<file path="config.mk">
export PLATFORM = sky130hd
export DESIGN_NAME = psr_core
export DESIGN_NICKNAME = d
export VERILOG_FILES = /design/src/verilog/psr_pkg.sv /design/src/verilog/psr_core.sv
export SDC_FILE = /design/constraint.sdc
export NUM_CORES = 1
export LEC_CHECK = 0
export BUFFER_PORTS_ARGS = -buffer_cell sky130_fd_sc_hd__buf_4
export CAP_MARGIN = 20
export CORE_MARGIN = 4
export CORE_UTILIZATION = 45
export CTS_CLUSTER_SIZE = 24
export DETAILED_ROUTE_END_ITERATION = 7
export PLACE_DENSITY = 0.73
export SYNTH_ARGS = -nofsm -noshare
export SYNTH_HDL_FRONTEND = slang
export SYNTH_SLANG_ARGS = --single-unit
</file>
<file path="constraint.sdc">
create_clock -name pclk -period 5.05 [get_ports pclk]
set_clock_uncertainty 0.1 [all_clocks]
set_input_delay 1.01 -clock pclk [delete_from_list [all_inputs] [get_ports pclk]]
set_output_delay 1.01 -clock pclk [all_outputs]
set_load 0.01 [all_outputs]
</file>
<file path="src/verilog/psr_pkg.sv">
// Purpose: Shared constants for the strap and reset configuration block
// Assumes: APB slave with 32-bit data, 50 MHz pclk
// Notes:   Offsets are byte addresses, one aligned word per register
package psr_pkg;

	// ----------------------------------------
	// Register offsets
	// ----------------------------------------
	localparam logic [7:0] PSR_OFF_CTRL = 8'h00; // Control, soft reset
	localparam logic [7:0] PSR_OFF_CFG  = 8'h10; // Media and sleep config
	localparam logic [7:0] PSR_OFF_STAT = 8'h14; // Live block state

	// ----------------------------------------
	// Field positions
	// ----------------------------------------
	localparam int PSR_BIT_SRST  = 15; // Control: software reset
	localparam int PSR_BIT_MEDIA = 0;  // Config: 1 = fiber
	localparam int PSR_BIT_PAUSE = 2;  // Config: advertise pause
	localparam int PSR_BIT_SLEEP = 6;  // Config: sleep enable
	localparam int PSR_ST_BUSY   = 0;  // Status: reset cycle running
	localparam int PSR_ST_MEDIA  = 1;  // Status: fiber selected
	localparam int PSR_ST_MDIS   = 2;  // Status: management disabled
	localparam int PSR_ST_SLEEP  = 3;  // Status: sleep enable in force
	localparam int PSR_ST_PAUSE  = 4;  // Status: pause advertised
	localparam int PSR_ST_ADDR   = 8;  // Status: device address, 5 bits
	localparam int PSR_ADDR_W    = 5;  // Device address width

	// ----------------------------------------
	// Timing
	// ----------------------------------------
	localparam int PSR_CLK_NS     = 20;     // pclk period
	localparam int PSR_RST_EXT_NS = 258000; // Reset stretch, 258 us
	localparam int PSR_RST_CYC    = PSR_RST_EXT_NS / PSR_CLK_NS;
	localparam int PSR_CNT_W      = 16;     // Stretch counter width

	// ----------------------------------------
	// Reset sequencer states
	// ----------------------------------------
	typedef enum logic [1:0] {
		PSR_RUN     = 2'b00, // Normal operation
		PSR_HOLD    = 2'b01, // Reset pin held low
		PSR_STRETCH = 2'b10  // Counting out the extension
	} psr_state_t;

endpackage

</file>
<file path="src/verilog/psr_core.sv">
// Purpose: Strap sampling, reset combining and sleep control with APB registers
// Assumes: Pins synchronous to pclk; APB answers with no wait state
// Notes:   Register offsets and fields live in the package
// Overview of operation
// Media strap sampled in reset sets bit
// Fiber mode reuses media pin as detect
// Board holds media pin low for copper
// Device address taken from address pins
// Reset pin or soft bit resets device
// Reset stretched 258 us after release
// Pause strap high advertises pause
// Sleep pin high allows sleep mode
// Managed mode: register bit overrides sleep pin
// Managed: straps give defaults, then registers
// Management disabled: register accesses ignored
// Straps latched at end of reset cycle
// Soft reset bit self-clears at end
`timescale 1ns/10ps
module psr_core import psr_pkg::*; #(
	parameter int RST_CYCLES = PSR_RST_CYC // Stretch length in pclk cycles
) (
	input  wire logic                  pclk,
	input  wire logic                  presetn,
	input  wire logic                  psel,
	input  wire logic                  penable,
	input  wire logic                  pwrite,
	input  wire logic [7:0]            paddr,
	input  wire logic [31:0]           pwdata,
	output logic      [31:0]           prdata,
	output logic                       pready,
	output logic                       pslverr,
	input  wire logic                  hw_reset_n,
	input  wire logic                  media_sel_sigdet_pin,
	input  wire logic [PSR_ADDR_W-1:0] dev_addr_pins,
	input  wire logic                  mgmt_disable_strap,
	input  wire logic                  pause_strap,
	input  wire logic                  sleep_pin,
	output logic                       reset_busy,
	output logic                       media_fiber,
	output logic                       fiber_signal_detect,
	output logic [PSR_ADDR_W-1:0]      dev_addr,
	output logic                       pause_adv,
	output logic                       sleep_en
);

	// ----------------------------------------
	// Bus decode
	// ----------------------------------------
	localparam logic [PSR_CNT_W-1:0] CNT_TOP = PSR_CNT_W'(RST_CYCLES - 1); // Reload value

	psr_state_t           state_q, state_d;   // Reset sequencer
	logic [PSR_CNT_W-1:0] cnt_q, cnt_d;       // Stretch countdown
	logic                 srst_q, srst_d;     // Soft reset bit
	logic                 media_q, media_d;   // Media select
	logic                 mdis_q, mdis_d;     // Management disabled
	logic                 pause_q, pause_d;   // Pause default / value
	logic                 sleep_q, sleep_d;   // Sleep register bit
	logic                 busy_q, busy_d;     // Reset cycle running
	logic                 sd_q, sd_d;         // Signal detect out
	logic [PSR_ADDR_W-1:0] addr_q, addr_d;    // Device address
	logic                 padv_q, padv_d;     // Pause advertised
	logic                 slen_q, slen_d;     // Sleep enable in force
	logic [31:0]          rdata_q, rdata_d;   // Read data
	logic                 err_q, err_d;       // Error answer
	logic                 setup;              // APB setup phase
	logic                 access;             // Register access allowed
	logic                 wr_ctrl;            // Write to control
	logic                 wr_cfg;             // Write to config
	logic                 soft_go;            // Soft reset request
	logic                 stretch_end;        // Last stretch cycle
	logic                 mapped;             // Address hits a register

	// Zero wait state: data was prepared in the setup cycle
	assign pready  = 1'b1;
	assign prdata  = rdata_q;
	assign pslverr = err_q;
	assign setup   = psel & ~penable;
	assign mapped  = (paddr == PSR_OFF_CTRL) | (paddr == PSR_OFF_CFG) | (paddr == PSR_OFF_STAT);

	// Accesses do nothing while strapped off or mid-reset
	assign access  = ~mdis_q & ~busy_q;
	assign wr_ctrl = psel & penable & pwrite & access & (paddr == PSR_OFF_CTRL);
	assign wr_cfg  = psel & penable & pwrite & access & (paddr == PSR_OFF_CFG);
	assign soft_go = wr_ctrl & pwdata[PSR_BIT_SRST];
	assign stretch_end = (state_q == PSR_STRETCH) & (cnt_q == '0) & hw_reset_n;

	// ----------------------------------------
	// Reset sequencer
	// ----------------------------------------
	// Next state: pin low holds, release starts the stretch
	always_comb begin
		state_d = state_q;
		cnt_d   = cnt_q;
		case (state_q)
			PSR_RUN: begin
				if (!hw_reset_n) begin
					state_d = PSR_HOLD;
				end else if (soft_go) begin
					state_d = PSR_STRETCH;
					cnt_d   = CNT_TOP;
				end
			end
			PSR_HOLD: begin
				// Count starts only after the pin is released
				if (hw_reset_n) begin
					state_d = PSR_STRETCH;
					cnt_d   = CNT_TOP;
				end
			end
			PSR_STRETCH: begin
				if (!hw_reset_n) begin
					state_d = PSR_HOLD;
				end else if (cnt_q == '0) begin
					state_d = PSR_RUN;
				end else begin
					cnt_d = cnt_q - 1'b1;
				end
			end
			default: begin
				state_d = PSR_HOLD;
			end
		endcase
	end

	// Power-up runs a full stretch too, so straps get sampled
	always_ff @(posedge pclk or negedge presetn) begin
		if (!presetn) begin
			state_q <= PSR_STRETCH;
			cnt_q   <= CNT_TOP;
		end else begin
			state_q <= state_d;
			cnt_q   <= cnt_d;
		end
	end

	// ----------------------------------------
	// Configuration state
	// ----------------------------------------
	// Straps track the pins through reset; last sample sticks
	always_comb begin
		srst_d  = srst_q;
		media_d = media_q;
		mdis_d  = mdis_q;
		pause_d = pause_q;
		sleep_d = sleep_q;
		if (soft_go) begin
			srst_d = 1'b1;
		end else if (stretch_end) begin
			srst_d = 1'b0;
		end
		if (state_q != PSR_RUN) begin
			media_d = media_sel_sigdet_pin;
			mdis_d  = mgmt_disable_strap;
			pause_d = pause_strap;
			sleep_d = sleep_pin;
		end else if (wr_cfg) begin
			// Managed mode: software owns the bits after reset
			media_d = pwdata[PSR_BIT_MEDIA];
			pause_d = pwdata[PSR_BIT_PAUSE];
			sleep_d = pwdata[PSR_BIT_SLEEP];
		end
	end

	// Defaults are neutral until the first strap sample
	always_ff @(posedge pclk or negedge presetn) begin
		if (!presetn) begin
			srst_q  <= 1'b0;
			media_q <= 1'b0;
			mdis_q  <= 1'b0;
			pause_q <= 1'b0;
			sleep_q <= 1'b0;
		end else begin
			srst_q  <= srst_d;
			media_q <= media_d;
			mdis_q  <= mdis_d;
			pause_q <= pause_d;
			sleep_q <= sleep_d;
		end
	end

	// ----------------------------------------
	// Pin-facing outputs
	// ----------------------------------------
	// Detect is masked in copper mode, where the pin is tied low
	always_comb begin
		busy_d = (state_d != PSR_RUN);
		sd_d   = media_q & ~busy_d & media_sel_sigdet_pin;
		addr_d = dev_addr_pins;
		// Strapped-off mode follows pins live, managed uses registers
		padv_d = mdis_q ? pause_strap : pause_q;
		slen_d = mdis_q ? sleep_pin : sleep_q;
	end

	// All pin outputs registered to keep them glitch free
	always_ff @(posedge pclk or negedge presetn) begin
		if (!presetn) begin
			busy_q <= 1'b1;
			sd_q   <= 1'b0;
			addr_q <= '0;
			padv_q <= 1'b0;
			slen_q <= 1'b0;
		end else begin
			busy_q <= busy_d;
			sd_q   <= sd_d;
			addr_q <= addr_d;
			padv_q <= padv_d;
			slen_q <= slen_d;
		end
	end

	assign reset_busy          = busy_q;
	assign media_fiber         = media_q;
	assign fiber_signal_detect = sd_q;
	assign dev_addr            = addr_q;
	assign pause_adv           = padv_q;
	assign sleep_en            = slen_q;

	// ----------------------------------------
	// Read path
	// ----------------------------------------
	// Read data built in setup so access can finish at once
	always_comb begin
		rdata_d = rdata_q;
		err_d   = err_q;
		if (setup) begin
			rdata_d = 32'h0000_0000;
			err_d   = ~mapped;
			if (access) begin
				case (paddr)
					PSR_OFF_CTRL: rdata_d[PSR_BIT_SRST] = srst_q;
					PSR_OFF_CFG: begin
						rdata_d[PSR_BIT_MEDIA] = media_q;
						rdata_d[PSR_BIT_PAUSE] = pause_q;
						rdata_d[PSR_BIT_SLEEP] = sleep_q;
					end
					PSR_OFF_STAT: begin
						rdata_d[PSR_ST_BUSY]  = busy_q;
						rdata_d[PSR_ST_MEDIA] = media_q;
						rdata_d[PSR_ST_MDIS]  = mdis_q;
						rdata_d[PSR_ST_SLEEP] = slen_q;
						rdata_d[PSR_ST_PAUSE] = padv_q;
						rdata_d[PSR_ST_ADDR +: PSR_ADDR_W] = addr_q;
					end
					default: rdata_d = 32'h0000_0000;
				endcase
			end
		end
	end

	// Read data register
	always_ff @(posedge pclk or negedge presetn) begin
		if (!presetn) begin
			rdata_q <= 32'h0000_0000;
			err_q   <= 1'b0;
		end else begin
			rdata_q <= rdata_d;
			err_q   <= err_d;
		end
	end

	// ----------------------------------------
	// Checks
	// ----------------------------------------
	logic [PSR_CNT_W-1:0] seen_q; // Cycles spent in stretch

	always_ff @(posedge pclk or negedge presetn) begin
		if (!presetn) begin
			seen_q <= '0;
		end else begin
			seen_q <= (state_q == PSR_STRETCH && state_d == PSR_STRETCH) ? seen_q + 1'b1 : '0;
		end
	end

	media_strap_a: assert property (@(posedge pclk) disable iff (!presetn)
		stretch_end |=> media_fiber == $past(media_sel_sigdet_pin))
		else $error("media strap not latched at reset end");
	sigdet_mask_a: assert property (@(posedge pclk) disable iff (!presetn)
		(!media_q || busy_d) |=> !fiber_signal_detect)
		else $error("signal detect seen outside fiber run");
	addr_follow_a: assert property (@(posedge pclk) disable iff (!presetn)
		presetn |=> dev_addr == $past(dev_addr_pins))
		else $error("device address does not follow pins");
	pin_reset_a: assert property (@(posedge pclk) disable iff (!presetn)
		!hw_reset_n |=> reset_busy [*2])
		else $error("reset pin did not reset");
	soft_reset_a: assert property (@(posedge pclk) disable iff (!presetn)
		soft_go |=> reset_busy && srst_q)
		else $error("soft reset bit did not reset");
	stretch_len_a: assert property (@(posedge pclk) disable iff (!presetn)
		(stretch_end && $past(state_q) == PSR_STRETCH) |-> seen_q == CNT_TOP)
		else $error("reset stretch length wrong");
	pause_pin_a: assert property (@(posedge pclk) disable iff (!presetn)
		mdis_q |=> pause_adv == $past(pause_strap))
		else $error("pause advertisement not following strap");
	sleep_sel_a: assert property (@(posedge pclk) disable iff (!presetn)
		presetn |=> sleep_en == ($past(mdis_q) ? $past(sleep_pin) : $past(sleep_q)))
		else $error("sleep enable from wrong source");
	cfg_write_a: assert property (@(posedge pclk) disable iff (!presetn)
		(wr_cfg && state_q == PSR_RUN && hw_reset_n) |=> sleep_q == $past(pwdata[PSR_BIT_SLEEP]))
		else $error("managed config write lost");
	mgmt_ignore_a: assert property (@(posedge pclk) disable iff (!presetn)
		(mdis_q && state_q == PSR_RUN && hw_reset_n) |=> $stable(sleep_q) && $stable(media_q))
		else $error("access not ignored while disabled");
	srst_clear_a: assert property (@(posedge pclk) disable iff (!presetn)
		stretch_end |=> !srst_q && !reset_busy)
		else $error("soft reset bit not cleared");

endmodule // psr_core

</file>
==> out/summary.txt, run 1 <==
Die Wd: 80.2 um
DR vias/cell: 5.38
Core area: 0.00507 sq mm
Crit Path Max Fanout: 22
# DRC: 0
Area growth syn-to-layout: 18.7%
# setup viols final: 0
Tcrit/Tclk final: 0.639
Final hold viol count: 0
Largest cells by area after synthesis: dfrtp_1 38%, dfstp_2 10%, buf_4 6.7%, mux2i_1 4.7%, nor4_1 4.5%
Post-CTS Setup Bufs: 0
CP endpoint kind: flop
Total gr overflow: 0
N_diodes: 0
EDFF count, synth: 0
Met3 usage: 0.0471
Hold-fix buffers at CTS: 0
Synth cell types: 44
Wirelength, routed: 5.04 mm
Starting density of the core: 0.462
Drt first pass iters: 4
Slew @ Worst Pin: 0.983 ns
PwrDens: 276 mW/mm^2
Pin count of the biggest net entering global routing: 46
CTS tree: built
Status: finished, final reports clean
FF-to-FF path depth: 4
Layout cells sized above 1: 0.319
Fillers: 479
Placer Congestion: 0.815
Register area share after synthesis: 0.485
Synth top area share: 0.384
CP Class: in2reg
Ys flop type: dfrtp_1
Hold path depth: 2
Hold crit path type: reg2reg
Multi-input logic area: 0.00107 sq mm
FP Rows: 26
Setup TNS: 0 ns
Clk buf depth: 2
Peak VDD IR: 149 uV
Total area of sequential cells: 0.00114 sq mm
CTS resizes: 0
Cell Area, Synth: 0.00235 sq mm
# H-tree levels: 2
Root buffer cell: clkbuf_8
Cells after synthesis: 215
Global route hottest layer: met2
Final nets: 318
Routed length per placed instance: 15.1 um
Post-synthesis register bit count: 45
First-pass GRT wire length: 7.82 mm
DP HPWL: 3.65 mm
Largest area contributor in the netlist: dfrtp_1
Die height: 80.2 um
Avg Synthesized Cell Area: 10.9 sq um
Initial antenna violation count: 0
Reg2reg setup slack: 2.26 ns
Crit path DAT: 3.32 ns
Post-route ant nets: 0
Max frequency: 310 MHz
Routed vias: 1793
Hold WS: 0.387 ns
Ports: 99
Clk_lat worst skew: 0.30 ns
Vias in the first global route: 1649
Synth warn: 0
Max-cap violations: 0
Critical Path RT: 5.15 ns
1st-iter DRT viols: 54
Die ar.: 0.00643 sq mm
Met2 Usage GRT: 0.257
Relative slew slack: 0.339
Post-layout min period: 3.23 ns
GRT Util Overall: 0.156
CP Launch Type: input port
Clock net sink count: 45
Asr flop ratio synth: 1.00
Slew Limit Fails: 0
I/O Buffers: 49
Pleak: 1.26 nW
RSZ-0062 raised after global routing: false
Met1 Use GR: 0.193
Total CTS buffers: 5
Worst-path clk slew: 0.09 ns
synthesized netlist by cell type (4+ instances only):
master,instances
a21oi_1,5
nand2b_1,4
dfrtp_1,36
mux2i_1,11
nor2_1,6
inv_1,4
o21ai_0,11
clkbuf_1,6
a21boi_0,5
nor3_1,4
nand3b_1,4
buf_4,21
nand2_1,6
mux2_2,9
nor4_1,17
dfstp_2,9
a22o_1,12
a21o_1,6
per-layer routing:
layer | wire, um | vias up
met5 | 0 | -
met2 | 2490 | 43
met3 | 268 | 8
li1 | - | 858
met1 | 2200 | 884
met4 | 76 | 0
final timing paths:
| path | startpoint | end |
|---|---|---|
| worst max-delay path | paddr[1] | cnt_q[2] |
| worst min-delay path | prdata[15] | prdata[15] |
| worst max register to register | mdis_q | cnt_q[2] |
| worst min register to register | prdata[15] | prdata[15] |
| max in group asynchronous | presetn | cnt_q[5] |
| min in group asynchronous | presetn | dev_addr[4] |
cells in the final DEF (no fill, tap or decap), types with 4 or more instances in the layout:
cell type	netlist	final
mux2_2	9	9
dfrtp_1	36	36
a21o_1	6	6
a21boi_0	5	5
clkbuf_8	0	5
nand2_1	6	6
nor4_1	17	17
nor2_1	6	6
nor3_1	4	4
a21oi_1	5	5
buf_4	21	51
conb_1	2	21
nand2b_1	4	4
inv_1	4	4
mux2i_1	11	11
dfstp_2	9	9
a22o_1	12	12
nand3b_1	4	4
o21ai_0	11	11
cell type report:
cell class              count  share of cell area
clock buffers               5              0.0247
repair buffers             52               0.139
well taps                  70              0.0315
inverters                   4             0.00539
multi-input cells         154               0.383
clock inverters             3             0.00764
flip-flops and latches     45               0.409
through the flow:
step | utilization | power [mW] | setup WS (ns) | cell area, sq um | cells
after floorplan | - | 0.498 | 2.05 | 2420 | 234
after global placement | 0.528 | 0.538 | 1.52 | 2680 | 323
after detailed placement | 0.528 | 0.542 | 1.50 | 2680 | 323
after CTS | 0.546 | 0.768 | 1.83 | 2770 | 331
after global routing | 0.549 | 0.804 | 1.76 | 2780 | 333
final | 0.549 | 0.768 | 1.82 | 2780 | 333
worst max-delay path, stage by stage:
cell    delay [ns]
buf_4         0.11
or4_1         0.59
o41a_1        0.75
or4_1         0.62
a22o_1        0.24
power breakdown:
group / internal (mW) / switching (mW) / leakage, nW
clock network: 0.0984 / 0.133 / 0.0445
logic: 0.0583 / 0.0694 / 0.649
registers: 0.388 / 0.0206 / 0.566
total: 0.545 / 0.223 / 1.26
sequential cells by signal, summed over array words and instances, names as in the netlist:
register / count
prdata: 12
sleep_q: 1
reset_busy: 1
pslverr: 1
dev_addr: 5
srst_q: 1
pause_adv: 1
mdis_q: 1
media_fiber: 1
cnt_q: 16
fiber_signal_detect: 1
state_q: 2
sleep_en: 1
pause_q: 1
kinds of logic after synthesis:
| group | after synthesis | share of synthesized area |
|---|---|---|
| simple gates | 63 | 0.171 |
| compound gates | 49 | 0.155 |
| other cells | 2 | 0.00320 |
| flops | 45 | 0.485 |
| buf+inv | 35 | 0.0912 |
| mux | 20 | 0.0901 |
| fa+ha+maj | 1 | 0.00533 |
Power figures use the tool's default switching activity.
==> inputs of run 2 (changes only) <==
Clock period 5.05 ns to 3 ns, I/O delays scaled along.
==> out/summary.txt, run 2 (synthesis results as in run 1) <==
Hold-fix buffers at CTS: 0 (unchanged)
Die Wd: 80.2 um (unchanged)
Routed vias: 1769 (-1.3%)
Post-layout min period: 2.52 ns
Hold crit path type: in2async
Post-layout util: 0.556 (+0.00740)
FP Rows: 26 (unchanged)
Max-cap violations: 0 (unchanged)
DP HPWL: 3.72 mm (+1.8%)
Starting density of the core: 0.462 (unchanged)
I/O Buffers: 49 (unchanged)
First-pass GRT wire length: 7.98 mm (+2.1%)
CP Class: in2reg
Pleak: 1.28 nW (+1.6%)
Layout cells sized above 1: 0.328 (+0.00897)
Total gr overflow: 0 (unchanged)
Placed insts: 330 (+2.2%)
Core area: 0.00507 sq mm (unchanged)
Status: finished, final reports clean
Drt first pass iters: 4 (unchanged)
Worst slack at placement: 0.169 ns (-1.34 ns)
Most common cell after layout, fill and taps aside: buf_4
RR Startpoint: mdis_q
# setup viols final: 0 (unchanged)
Clk buf depth: 2 (unchanged)
Buf/Inv on CP: 2 (+1)
# H-tree levels: 2 (unchanged)
GRT Util Overall: 0.157 (+0.00156)
CP endpoint kind: flop
Critical Path RT: 3.12 ns (-2.03 ns)
Max frequency: 397 MHz
Reg2reg setup slack: 0.50 ns (-1.76 ns)
Wirelength, routed: 4.96 mm (-1.5%)
Clock net sink count: 45 (unchanged)
1st-iter DRT viols: 77 (+43%)
Total CTS buffers: 5 (unchanged)
CTS tree: built
Relative slew slack: 0.578 (+0.238)
Area growth syn-to-layout: 20.3%
Placer Congestion: 0.779 (-4.5%)
DR vias/cell: 5.23 (-2.8%)
Reg2reg end: cnt_q[8]
FF-to-FF path depth: 5 (+1)
Initial antenna violation count: 0 (unchanged)
Die ar.: 0.00643 sq mm (unchanged)
Post-CTS Setup Bufs: 0 (unchanged)
Post-route ant nets: 0 (unchanged)
Slew Limit Fails: 0 (unchanged)
RSZ-0062 raised after global routing: false
Setup TNS: 0 ns (unchanged)
Slew @ Worst Pin: 0.633 ns (-0.350 ns)
Pin count of the biggest net entering global routing: 46 (unchanged)
Ports: 99 (unchanged)
Crit-path cells: buf_4 > or4_1 > o41a_1 > buf_4 > or4_1 > a22oi_1
Crit Path Max Fanout: 9 (-59%)
Routed length per placed instance: 14.7 um (-3.0%)
# DRC: 0 (unchanged)
Delay-heaviest family, CP: simple AND/OR/NAND/NOR gates
Final Power: 1.28 mW (+67%)
CP Launch Type: input port
Critical path's slowest cell: or4_1
Fin worst setup slack: 0.483 ns (-1.34 ns)
Root buffer cell: clkbuf_8
Fillers: 476 (-0.63%)
Crit path DAT: 2.63 ns (-0.69 ns)
Final nets: 323 (+1.6%)
Non-Filler Instances: 338 (+1.5%)
Peak VDD IR: 190 uV (+27%)
N_diodes: 0 (unchanged)
Most frequent cells in the layout: 57 x buf_4, 36 x dfrtp_1, 21 x conb_1
CTS resizes: 0 (unchanged)
PwrDens: 454 mW/mm^2 (+65%)
Most flops, register: cnt_q
Tcrit/Tclk final: 0.839
Worst-path clk slew: 0.09 ns (about the same)
Final hold viol count: 0 (unchanged)
Max reg flops: 16 (unchanged)
Vias in the first global route: 1738 (+5.4%)
Die height: 80.2 um (unchanged)
Clk_lat worst skew: 0.30 ns (about the same)
CP max stage delay: 0.59 ns (-0.16 ns)
[run 2: cell count changes in the layout (fill, tap and decap cells not counted)]
cell        before  now
buf_4           51   57
clkbuf_1         0    1
clkbuf_2         1    0
clkinv_2         1    0
clkinvlp_4       1    2
inv_6            1    0
[run 2: worst max path at each step]
stage                        start        to  slack (ns)  cells past startpoint
after floorplan           paddr[1]  cnt_q[2]        0.41                      4
after global placement    paddr[1]  cnt_q[8]        0.20                      6
after detailed placement  paddr[1]  cnt_q[8]        0.17                      6
after CTS                 paddr[1]  cnt_q[9]        0.47                      6
after global routing        mdis_q  cnt_q[9]        0.39                      5
final                     paddr[1]  cnt_q[8]        0.48                      6
[run 2: layout make-up]
cell class,instances,area [sq um],area share
timing repair buffer,57,428,0.152
clock inverter,2,15.0,0.00532
clock buffer,6,72.6,0.0257
sequential,45,1140,0.403
multi-input combinational,154,1070,0.378
inverter,4,15.0,0.00532
tap,70,87.6,0.0310
[run 2: metal layers]
metal	GRT usage	up-vias	part of all wire
li1	-	869	-
met1	0.189	854	0.43
met2	0.278	39	0.51
met3	0.0448	7	0.051
met4	0.0355	0	0.0091
met5	0	-	0
[run 2: per-stage QoR]
stage	instance area [sq um]	hold slack, ns
2_1_floorplan	2420	0.204
3_3_place_gp	2730	0.365
3_5_place_dp	2730	0.372
4_1_cts	2820	0.207
5_1_grt	2820	0.223
6_report	2820	0.180
[run 2: report_power, final]
group          leakage (nW)  switching, mW  total (mW)  internal (mW)
clock                0.0374          0.211       0.376          0.164
sequential            0.566         0.0333       0.686          0.653
combinational         0.676          0.117       0.219          0.102
total                  1.28          0.362        1.28          0.919
[run 2: worst register-to-register path, stage by stage (launching register included)]
cell and delay, ns:
dfrtp_1 0.45, or4_4 0.56, o41a_1 0.46, buf_4 0.18, or4_1 0.50, a22oi_1 0.16
